==> config.mk <==
export PLATFORM = sky130hd
export DESIGN_NAME = rail_sequence_reset_ctrl
export DESIGN_NICKNAME = d
export VERILOG_FILES = /design/src/rsrc_pkg.sv /design/src/rail_sequence_reset_ctrl.sv /design/src/rsrc_delay.sv
export VERILOG_INCLUDE_DIRS = /design/src
export SDC_FILE = /design/constraint.sdc
export NUM_CORES = 1
export LEC_CHECK = 0
export BUFFER_PORTS_ARGS = -buffer_cell sky130_fd_sc_hd__buf_2
export CORE_MARGIN = 10
export CORE_UTILIZATION = 25
export CTS_BUF_LIST = sky130_fd_sc_hd__clkbuf_4
export CTS_CLUSTER_DIAMETER = 120
export DETAILED_ROUTE_END_ITERATION = 16
export SYNTH_ARGS = -nofsm -noshare
export SYNTH_HDL_FRONTEND = slang
export SYNTH_SLANG_ARGS = --single-unit
==> constraint.sdc <==
create_clock -name clk_sys_i -period 19.6 [get_ports clk_sys_i]
set_clock_uncertainty 0.2 [all_clocks]
set_input_delay 1.96 -clock clk_sys_i [delete_from_list [all_inputs] [get_ports clk_sys_i]]
set_output_delay 1.96 -clock clk_sys_i [all_outputs]
set_load 0.01 [all_outputs]
==> src/rsrc_cfg.svh <==
// Constants and timing for the rail sequencing and reset controller.
// Assumes a 250 MHz system clock; included by the controller and the delay timer.
//
// Contract
// - Power-up sequence starts by itself once input power is applied.
// - Rails 2 and 11 enable at lockout release with no delay.
// - Rails 6 to 10 enable 2000 us after rail 2 is good.
// - Rail 4 after 10, rails 3 and 12 after 4, rail 1 after 12.
// - Rails 5 and 13 stay off until the host enables them.
// - Reset output releases 40 ms after rail 4 good, held while not good.
// - Host shutdown command turns every output off; pushbutton unused.
// - No voltage scaling: each rail keeps one voltage setting.
// - Watchdog functions start disabled and trigger nothing until enabled.
// - Reset output asserts 8 ms after manual reset request is set.
// - Full power cycle starts 8 ms after software power-cycle bit set.
// - Timed power-cycle enable set causes a power cycle 4 s later.
`ifndef RSRC_CFG_SVH
`define RSRC_CFG_SVH

`define RSRC_CLK_MHZ 250
`define RSRC_STEP_US 2000
`define RSRC_RST_MS 40
`define RSRC_REQ_MS 8
`define RSRC_TPC_S 4
`define RSRC_STEP_CYC (`RSRC_STEP_US * `RSRC_CLK_MHZ)
`define RSRC_RST_CYC (`RSRC_RST_MS * 1000 * `RSRC_CLK_MHZ)
`define RSRC_REQ_CYC (`RSRC_REQ_MS * 1000 * `RSRC_CLK_MHZ)
`define RSRC_TPC_CYC (64'd`RSRC_TPC_S * 64'd1000000 * 64'd`RSRC_CLK_MHZ)
`define RSRC_OFF_CYC 32'd1000

`define RSRC_ADDR_TPC 8'hc0
`define RSRC_ADDR_SPC 8'hc3
`define RSRC_ADDR_MR 8'hd3
`define RSRC_ADDR_RAILEN 8'h10
`define RSRC_ADDR_SHUT 8'h11
`define RSRC_ADDR_STAT 8'h12
`define RSRC_ADDR_WDG 8'h13
`define RSRC_BIT0 0
`define RSRC_NRAIL 13

`endif

==> src/rsrc_pkg.sv <==
// Types for the rail sequencing and reset controller.
// Assumes nothing beyond a SystemVerilog compiler.
package rsrc_pkg;
    typedef enum logic [1:0] {
        RSRC_OFF = 2'b00,
        RSRC_SEQ = 2'b01,
        RSRC_RUN = 2'b11,
        RSRC_DOWN = 2'b10
    } rsrc_state_t;
endpackage : rsrc_pkg

==> src/rail_sequence_reset_ctrl.sv <==
// Rail sequencer, reset output and power-cycle controller.
// Assumes synchronous inputs; rst_i is the lockout (power-on) reset.
`timescale 1ns/1ps
`include "rsrc_cfg.svh"
module rail_sequence_reset_ctrl #(
    parameter int STEP_CYC = `RSRC_STEP_CYC,
    parameter int RST_CYC = `RSRC_RST_CYC,
    parameter int REQ_CYC = `RSRC_REQ_CYC,
    parameter longint TPC_CYC = `RSRC_TPC_CYC,
    parameter int OFF_CYC = `RSRC_OFF_CYC
) (
    // Clock and reset
    input wire logic clk_sys_i,
    input wire logic rst_i,
    // Rail status, index 0 is rail 1
    input wire logic [12:0] rail_good_i,
    // Unused pins of this option
    input wire logic pushbutton_in_n_i,
    input wire logic voltage_select_in_i,
    // Register port
    input wire logic reg_wr_i,
    input wire logic reg_rd_i,
    input wire logic [7:0] reg_addr_i,
    input wire logic [7:0] reg_wdata_i,
    output logic [7:0] reg_rdata_o,
    // Rail enables and reset
    output logic [12:0] rail_en_o,
    output logic [12:0] rail_vsel_o,
    output logic reset_out_n_o
);
    rsrc_pkg::rsrc_state_t state;
    rsrc_pkg::rsrc_state_t next_state;

    logic timed_power_cycle_enable;
    logic software_power_cycle;
    logic manual_reset_request;
    logic [1:0] host_rail_en; // bit0 rail 5, bit1 rail 13
    logic watchdog_en;
    logic [31:0] off_cnt;
    logic [31:0] mr_cnt;
    logic [31:0] spc_cnt;
    logic [63:0] tpc_cnt;
    logic mr_fired;
    logic spc_fired;
    logic tpc_fired;
    logic cycle_pend;
    logic manual_reset_request_fired_hold;

    // Write decode
    wire wr_tpc = reg_wr_i && (reg_addr_i == `RSRC_ADDR_TPC);
    wire wr_spc = reg_wr_i && (reg_addr_i == `RSRC_ADDR_SPC);
    wire wr_mr = reg_wr_i && (reg_addr_i == `RSRC_ADDR_MR);
    wire wr_railen = reg_wr_i && (reg_addr_i == `RSRC_ADDR_RAILEN);
    wire wr_shut = reg_wr_i && (reg_addr_i == `RSRC_ADDR_SHUT);
    wire wr_wdg = reg_wr_i && (reg_addr_i == `RSRC_ADDR_WDG);
    wire wbit = reg_wdata_i[`RSRC_BIT0];
    wire shutdown_cmd = wr_shut && wbit;
    wire cycle_req = spc_fired || tpc_fired;
    wire running = (state == rsrc_pkg::RSRC_SEQ) ||
        (state == rsrc_pkg::RSRC_RUN);
    wire [12:0] g = rail_good_i;

    // Trigger chain, each stage gated by the trigger rail's power good
    logic d_r6;
    logic d_r4;
    logic d_r3;
    logic d_r1;
    logic d_rst;
    rsrc_delay #(.CYCLES(STEP_CYC)) u_d_r6 (
        .clk_sys_i(clk_sys_i),
        .rst_i(rst_i),
        .trig_i(running && g[1]),
        .done_o(d_r6)
    );
    rsrc_delay #(.CYCLES(STEP_CYC)) u_d_r4 (
        .clk_sys_i(clk_sys_i),
        .rst_i(rst_i),
        .trig_i(running && g[9]),
        .done_o(d_r4)
    );
    rsrc_delay #(.CYCLES(STEP_CYC)) u_d_r3 (
        .clk_sys_i(clk_sys_i),
        .rst_i(rst_i),
        .trig_i(running && g[3]),
        .done_o(d_r3)
    );
    rsrc_delay #(.CYCLES(STEP_CYC)) u_d_r1 (
        .clk_sys_i(clk_sys_i),
        .rst_i(rst_i),
        .trig_i(running && g[11]),
        .done_o(d_r1)
    );
    rsrc_delay #(.CYCLES(RST_CYC)) u_d_rst (
        .clk_sys_i(clk_sys_i),
        .rst_i(rst_i),
        .trig_i(running && g[3]),
        .done_o(d_rst)
    );

    // Next enables; index n-1 is rail n
    logic [12:0] next_en;
    always_comb begin
        next_en = '0;
        if (running) begin
            next_en[1] = 1'b1;
            next_en[10] = 1'b1;
            next_en[9:5] = {5{d_r6}};
            next_en[3] = d_r4;
            next_en[2] = d_r3;
            next_en[11] = d_r3;
            next_en[0] = d_r1;
            next_en[4] = host_rail_en[0];
            next_en[12] = host_rail_en[1];
        end
    end

    // Sequencer; off time gives rails a chance to discharge
    always_comb begin
        next_state = state;
        case (state)
            rsrc_pkg::RSRC_OFF: begin
                next_state = rsrc_pkg::RSRC_SEQ;
            end
            rsrc_pkg::RSRC_SEQ: begin
                if (shutdown_cmd || cycle_req) begin
                    next_state = rsrc_pkg::RSRC_DOWN;
                end else if (d_r1) begin
                    next_state = rsrc_pkg::RSRC_RUN;
                end
            end
            rsrc_pkg::RSRC_RUN: begin
                if (shutdown_cmd || cycle_req) begin
                    next_state = rsrc_pkg::RSRC_DOWN;
                end
            end
            rsrc_pkg::RSRC_DOWN: begin
                // Shutdown stays down until the next lockout reset
                if (off_cnt == 32'(OFF_CYC - 1) && cycle_pend) begin
                    next_state = rsrc_pkg::RSRC_SEQ;
                end
            end
            default: next_state = rsrc_pkg::RSRC_OFF;
        endcase
    end

    wire off_at = (off_cnt == 32'(OFF_CYC - 1));
    wire [31:0] next_off_cnt = (state != rsrc_pkg::RSRC_DOWN) ? '0
        : (off_at ? off_cnt : off_cnt + 32'd1);
    // Pending cycle latched on entry to the down state, held while there
    wire next_cycle_pend = (state == rsrc_pkg::RSRC_DOWN) ? cycle_pend
        : (cycle_req && !shutdown_cmd);

    always_ff @(posedge clk_sys_i or posedge rst_i) begin
        if (rst_i) begin
            state <= rsrc_pkg::RSRC_OFF;
        end else begin
            state <= next_state;
        end
    end

    always_ff @(posedge clk_sys_i or posedge rst_i) begin
        if (rst_i) begin
            off_cnt <= '0;
            cycle_pend <= 1'b0;
        end else begin
            off_cnt <= next_off_cnt;
            cycle_pend <= next_cycle_pend;
        end
    end

    // Registers written by the host
    always_ff @(posedge clk_sys_i or posedge rst_i) begin
        if (rst_i) begin
            timed_power_cycle_enable <= 1'b0;
            software_power_cycle <= 1'b0;
            manual_reset_request <= 1'b0;
            host_rail_en <= 2'b00;
            watchdog_en <= 1'b0;
        end else begin
            if (wr_tpc) timed_power_cycle_enable <= wbit;
            if (wr_spc) software_power_cycle <= wbit;
            else if (spc_fired) software_power_cycle <= 1'b0;
            if (wr_mr) manual_reset_request <= wbit;
            else if (spc_fired) manual_reset_request <= 1'b0;
            if (wr_railen) host_rail_en <= reg_wdata_i[1:0];
            if (wr_wdg) watchdog_en <= wbit;
            if (state == rsrc_pkg::RSRC_DOWN) host_rail_en <= 2'b00;
        end
    end

    // Timers from request bit set to action
    wire mr_at = (mr_cnt == 32'(REQ_CYC - 1));
    wire spc_at = (spc_cnt == 32'(REQ_CYC - 1));
    wire tpc_at = (tpc_cnt == 64'(TPC_CYC - 1));
    // Counters stop at the end: spc and tpc fire once per set, mr_fired stays high while the bit stays set
    wire [31:0] next_mr_cnt = !manual_reset_request ? '0
        : (mr_at ? mr_cnt : mr_cnt + 32'd1);
    wire [31:0] next_spc_cnt = !software_power_cycle ? '0
        : (spc_at ? spc_cnt : spc_cnt + 32'd1);
    wire [63:0] next_tpc_cnt = !timed_power_cycle_enable ? '0
        : (tpc_at ? tpc_cnt : tpc_cnt + 64'd1);
    wire next_mr_fired = manual_reset_request && mr_at;
    wire next_spc_fired = software_power_cycle && spc_at && !spc_fired;
    wire next_tpc_fired = timed_power_cycle_enable && !tpc_at
        && (tpc_cnt == 64'(TPC_CYC - 2));

    always_ff @(posedge clk_sys_i or posedge rst_i) begin
        if (rst_i) begin
            mr_cnt <= '0;
            mr_fired <= 1'b0;
        end else begin
            mr_cnt <= next_mr_cnt;
            mr_fired <= next_mr_fired;
        end
    end

    always_ff @(posedge clk_sys_i or posedge rst_i) begin
        if (rst_i) begin
            spc_cnt <= '0;
            spc_fired <= 1'b0;
        end else begin
            spc_cnt <= next_spc_cnt;
            spc_fired <= next_spc_fired;
        end
    end

    always_ff @(posedge clk_sys_i or posedge rst_i) begin
        if (rst_i) begin
            tpc_cnt <= '0;
            tpc_fired <= 1'b0;
        end else begin
            tpc_cnt <= next_tpc_cnt;
            tpc_fired <= next_tpc_fired;
        end
    end

    // Outputs
    wire [7:0] stat = {2'b00, watchdog_en, mr_fired, d_rst,
        state == rsrc_pkg::RSRC_RUN, state == rsrc_pkg::RSRC_DOWN,
        running};
    wire [7:0] rd_mux =
        (reg_addr_i == `RSRC_ADDR_TPC) ? {7'h00, timed_power_cycle_enable}
        : (reg_addr_i == `RSRC_ADDR_SPC) ? {7'h00, software_power_cycle}
        : (reg_addr_i == `RSRC_ADDR_MR) ? {7'h00, manual_reset_request}
        : (reg_addr_i == `RSRC_ADDR_RAILEN) ? {6'h00, host_rail_en}
        : (reg_addr_i == `RSRC_ADDR_STAT) ? stat
        : (reg_addr_i == `RSRC_ADDR_WDG) ? {7'h00, watchdog_en}
        : 8'h00;
    always_ff @(posedge clk_sys_i or posedge rst_i) begin
        if (rst_i) begin
            reg_rdata_o <= 8'h00;
            rail_en_o <= '0;
            rail_vsel_o <= '0;
            reset_out_n_o <= 1'b0;
        end else begin
            if (reg_rd_i) reg_rdata_o <= rd_mux;
            rail_en_o <= next_en;
            rail_vsel_o <= '0;
            reset_out_n_o <= d_rst && g[3] && !mr_fired
                && !manual_reset_request_fired_hold;
        end
    end

    // Reset stays asserted once the manual request matured, until the request bit clears or the sequence restarts
    always_ff @(posedge clk_sys_i or posedge rst_i) begin
        if (rst_i) begin
            manual_reset_request_fired_hold <= 1'b0;
        end else if (state == rsrc_pkg::RSRC_SEQ) begin
            manual_reset_request_fired_hold <= 1'b0;
        end else if (mr_fired) begin
            manual_reset_request_fired_hold <= 1'b1;
        end else if (!manual_reset_request) begin
            manual_reset_request_fired_hold <= 1'b0;
        end
    end
endmodule : rail_sequence_reset_ctrl

==> src/rsrc_delay.sv <==
// Trigger-to-done delay timer for one sequencing step or the reset release.
// Assumes a synchronous trigger; the count restarts whenever it drops.
`timescale 1ns/1ps
`include "rsrc_cfg.svh"
module rsrc_delay #(
    parameter int CYCLES = `RSRC_STEP_CYC
) (
    // Clock and reset
    input wire logic clk_sys_i,
    input wire logic rst_i,
    // Trigger and result
    input wire logic trig_i,
    output logic done_o
);
    localparam int W = $clog2(CYCLES + 1);
    localparam logic [W-1:0] LAST = W'(CYCLES - 1);
    logic [W-1:0] count;
    wire at_end = (count == LAST);

    always_ff @(posedge clk_sys_i or posedge rst_i) begin
        if (rst_i) begin
            count <= '0;
            done_o <= 1'b0;
        end else if (!trig_i) begin
            count <= '0;
            done_o <= 1'b0;
        end else if (!done_o) begin
            count <= count + W'(1);
            done_o <= at_end;
        end
    end
endmodule : rsrc_delay

Yosys cells after proc, flatten, opt, wreduce, memory -nomap -nowiden
Index checks and enable logic that the tools add are counted.
Widths: inputs -> output; s select.
{"block": "totals", "ff_bits": 300, "inputBits": 35}
{"block": "classes", "reduce_logical": 34, "n_addsub": 9, "n_eq_ne": 34, "muxes": 48}
{"operator": "$mux 32", "n": 6}
{"operator": "$mux 19", "n": 8}
{"operator": "$eq 64x30->1 const B", "n": 2}
{"operator": "$mux 64", "n": 2}
{"operator": "$add 32x1->32 const B", "n": 3}
{"operator": "$add 19x1->19 const B", "n": 4}
{"operator": "$eq 19x19->1 const B", "n": 4}
{"operator": "$add 64x1->64 const B", "n": 1}
{"operator": "$eq 32x21->1 const B", "n": 2}
{"operator": "$mux 24", "n": 2}
{"operator": "$eq 32x10->1 const B", "n": 1}
{"operator": "$eq 8x5->1 const B", "n": 4}
{"operator": "$mux 6", "n": 5}
{"operator": "$add 24x1->24 const B", "n": 1}
{"operator": "$eq 24x24->1 const B", "n": 1}
{"operator": "$eq 8x8->1 const B", "n": 3}
{"operator": "$logic_and 1x1->1", "n": 21}
{"operator": "$ne 2x2->1 const B", "n": 9}
{"operator": "$mux 1", "n": 17}
{"operator": "$mux 13", "n": 1}
{"operator": "$mux 2", "n": 6}
{"operator": "$pmux 2 s4", "n": 1}
{"operator": "$ne 2x1->1 const B", "n": 3}
{"operator": "$reduce_bool 2->1", "n": 3}
{"operator": "8 further kinds", "n": 15}

Longest topological paths before layout
{"block": "depth", "ltp_word": 7, "depth_mapped": 9, "ltp_nobuf": 6}

Modules after synthesis
A second synthesis with hierarchy kept.
{"block": "unflattened", "cells_unflattened": 1594, "area_unflattened_um2": 15310.9}
{"module": "rail_sequence_reset_ctrl", "seq_area_each_um2": 4679.5, "area_each_um2": 9838.2, "cells_each": 1031, "n_inst": 1}
{"module": "rsrc_delay at u_d_r1 ...", "seq_area_each_um2": 500.5, "area_each_um2": 1022.2, "cells_each": 105, "n_inst": 4}
{"module": "rsrc_delay at u_d_rst", "seq_area_each_um2": 625.6, "area_each_um2": 1383.8, "cells_each": 143, "n_inst": 1}

Worst setup path after synthesis
Ideal clock, no wire load.
{"block": "synth_timing", "kind": "input port to flip-flop", "startpoint": "in reg_addr_i[5]", "endpoint": "reg host_rail_en[0]", "arrival_time_ns": 3.038, "n_path_buf": 0, "setup_slack_ns": 16.229, "stages": 5, "cell_sequence": "nor4b_1 -> nand2_1 -> nor3_1 -> mux2i_1 -> nor2_1"}
{"block": "synth_via", "elab_chain_cells": 3}
{"element": "start, declared", "line_no": "rail_sequence_reset_ctrl.sv:23", "text": "input wire logic [7:0] reg_addr_i,"}
{"element": "$eq 8x5->1 (no line)"}
{"element": "$logic_and 1x1->1", "line_no": "rail_sequence_reset_ctrl.sv:53", "text": "wire wr_railen = reg_wr_i && (reg_addr_i == `RSRC_ADDR_RAILEN);"}
{"element": "$reduce_bool 2->1 (no line)"}
{"element": "end signal, assigned", "line_no": "rail_sequence_reset_ctrl.sv:185", "text": "if (wr_railen) host_rail_en <= reg_wdata_i[1:0];"}
{"element": "end, declared", "line_no": "rail_sequence_reset_ctrl.sv:37", "text": "logic [1:0] host_rail_en;"}
Every way passes these cells.
A chain may end at the register's enable or synchronous reset.

Final worst setup path
{"block": "layout_timing", "startpoint": "in reg_addr_i[4]", "endpoint": "reg host_rail_en[0]"}
The elaborated chain is that of the path after synthesis.

==> flow_summary.yaml <==
timing:
  relSlewSlack: 0.1728
  setup_ws_ps: 15690
  worstMarginPinSlew_ps: 1231
  fin_crit_sh: 0.1993
  finalSetupViolations: 0
  rsz0062_at_grt: "no"
  finalHoldViolations: 0
  max_freq_mhz: 256.0
  slew_violations: 0
  period_minus_slack_ps: 3906
  finalSetupTns_ps: 0
power:
  powerDensity_nw_per_um2: 71.23
  peakVddDrop_uv: 34.94
  p_leak_nw: 6.846
  p_total_w: 0.001213
cts:
  clkTransAtPathRegs_ps: 60
  htreeDepth: 3
  clockBufferDepth: 3
  cts.hold.buffers_added: 0
  cts_num_sinks: 292
  cts_root_buffer: "clkbuf_4"
  cts_resized: 0
  clk_latency_ps: 760
  cts_setup_buffers: 0
  cts_tree: "yes"
  cts_buffers: 81
routing:
  drc: 0
  drt_iter0_markers: 728
  via_count: 12050
  drt-wirelength-per-cell_um: 13.33
  drt-pass1-iter-count: 4
  ant_nets: 0
  routed_wl_mm: 33.40
  vias_per_cell: 4.810
global_routing:
  antenna_found_initial: 5
  grt_pass1_vias: 12130
  grt_pass1_wl_mm: 57.71
  grt_max_degree: 182
  grt_util_all_layers: 0.09499
  grt_overflow_total: 0
die:
  coreArea_um2: 60130
  start_util: 0.2518
  placementRows: 90
  die_h_um: 266.1
  die_x_um: 266.1
  die_area_um2: 70800
  ios: 70
setup_path:
  cp-start-kind: "input pin"
  path_depth: 6
  slowest_delay_ps: 970
  worst-r2r-cell-count: 5
  crit_slowest_cell: "nor4b_1"
  worstSetupPathType: "in2reg"
  worstPathArrival_ps: 4330
  path_buf_inv: 1
  path_cells: "buf_2, nor4b_1, nand2_1, nor3_1, mux2i_1, nor2_1"
  path_delay_family: "simple AND/OR/NAND/NOR gates"
  cp.required_ps: 20030
  crit_fanout: 6
  end_kind: "flip-flop"
synthesis:
  yosys_warnings: 0
  synth_edf_count: 0
  synth.distinct_cells: 55
  netlist_area_um2: 15140
  postSynthCellCount: 1613
  synthFlopType: "dfrtp_1"
  ys_ff_latch: 292
  avgSynthCellArea_um2: 9.386
  ys_seq_area_frac: 0.4826
  async_reset_ff_frac: 1.000
final_layout:
  syn2layout_area_growth_pct: 12.49
  finish.utilization: 0.2832
  fin_nets: 1707
  fillCellCount: 6344
  finalNonFillerCells: 2505
  drive_above_1_share: 0.1070
worst_hold_path:
  holdPathStages: 1
  worstHoldPathType: "reg2reg"
placed_design:
  dp_slack_ps: 14980
  placed_cells: 2361
  dp_hpwl_mm: 21.70
  port_buffers: 37
  finalWeightedCongestion: 0.7856
job:
  drv_cap: 0
status:
  outcome: "completed"
area by class of cell:
class | count | area, um^2 | area share
Antenna cell | 3 | 7.507 | 0.0004408
Clock inverter | 28 | 186.4 | 0.01095
Clock buffer | 113 | 848.3 | 0.04981
Tap cell | 782 | 978.4 | 0.05745
Sequential cell | 292 | 7307 | 0.4291
Timing Repair Buffer | 42 | 235.2 | 0.01381
Inverter | 43 | 168.9 | 0.009918
Multi-Input combinational cell | 1202 | 7298 | 0.4286
per-layer routing:
metal | wire length (um) | global-route usage | vias to the layer above | part of all wire
met2 | 14790 | 0.1488 | 220 | 0.44
met4 | 750 | 0.03536 | 6 | 0.022
met5 | 45 | 0 | - | 0.0013
met1 | 16020 | 0.1201 | 5916 | 0.48
li1 | - | - | 5838 | -
met3 | 1796 | 0.03073 | 69 | 0.054
kinds of logic after synthesis:
group,count (synthesis),synth area share
simple gates,828,0.2956
flops,292,0.4826
xor+xnor,176,0.1018
compound gates,149,0.05636
buf+inv,133,0.03876
mux,24,0.01628
fa+ha+maj,10,0.008264
other cells,1,0.0002477
sequential cells by signal (all words and copies together) (netlist names), 2 cells and up:
name and flops:
u_d_rst.count 24, u_d_r4.count 19, reg_rdata_o 6, mr_cnt 32, off_cnt 32, u_d_r3.count 19
host_rail_en 2, tpc_cnt 64, u_d_r6.count 19, state 2, u_d_r1.count 19, rail_en_o 7
spc_cnt 32
synthesized netlist by cell type, types with 43 or more instances:
library cell	instances	area (um^2)
a21oi_1	55	275.3
clkbuf_1	59	221.5
dfrtp_1	292	7307
inv_1	43	161.4
nand2_1	109	409.1
nand3_1	88	440.4
nand4_1	88	550.5
nor2_1	210	788.3
nor3_1	43	215.2
nor4_1	68	425.4
o21ai_0	50	250.2
or3_1	43	269.0
xnor2_1	62	543.0
xor2_1	114	998.5
metrics by stage:
| step | area, um^2 | hold slack [ps] |
|---|---|---|
| 6_report | 17030 | 265.7 |
| 3_5_place_dp | 15990 | 258.5 |
| 4_1_cts | 17020 | 266.0 |
| 5_1_grt | 17030 | 288.5 |
| 3_3_place_gp | 15990 | 251.7 |
| 2_1_floorplan | 15190 | 209.2 |
path summary, 6_finish.rpt:
check	startpoint	to	slack [ps]
max reg2reg	tpc_cnt[2]$_DFFE_PP0P_	tpc_cnt[59]$_DFFE_PP0P_	16100
max	reg_addr_i[4]	host_rail_en[0]$_DFFE_PP0P_	15690
min	manual_reset_request_fired_hold$_DFFE_PP0P_	reset_out_n_o$_DFF_PP0_	270
min in group asynchronous	rst_i	u_d_rst.count[23]$_DFFE_PP0P_	1170
max in group asynchronous	rst_i	tpc_cnt[10]$_DFFE_PP0P_	16590
min reg2reg	manual_reset_request_fired_hold$_DFFE_PP0P_	reset_out_n_o$_DFF_PP0_	270
placed cells by master (no fill, tap or decap), drive strengths merged, types with 39 or more instances in the layout:
master,count
buf,42
and2,39
a21oi,55
nand2,109
nand4,90
dfrtp,292
nor4,72
nor2,210
or3,43
xor2,114
clkbuf,113
xnor2,62
nor3,46
nand3,89
o21ai,50
inv,45
report_power, final:
group / leakage, nW / internal [W] / switching [W]
combinational: 2.18 / 0.00000815 / 0.0000268
clock: 0.614 / 0.000305 / 0.000261
sequential: 4.05 / 0.000607 / 0.00000530
Note: power is estimated with default switching activity, not from simulation.
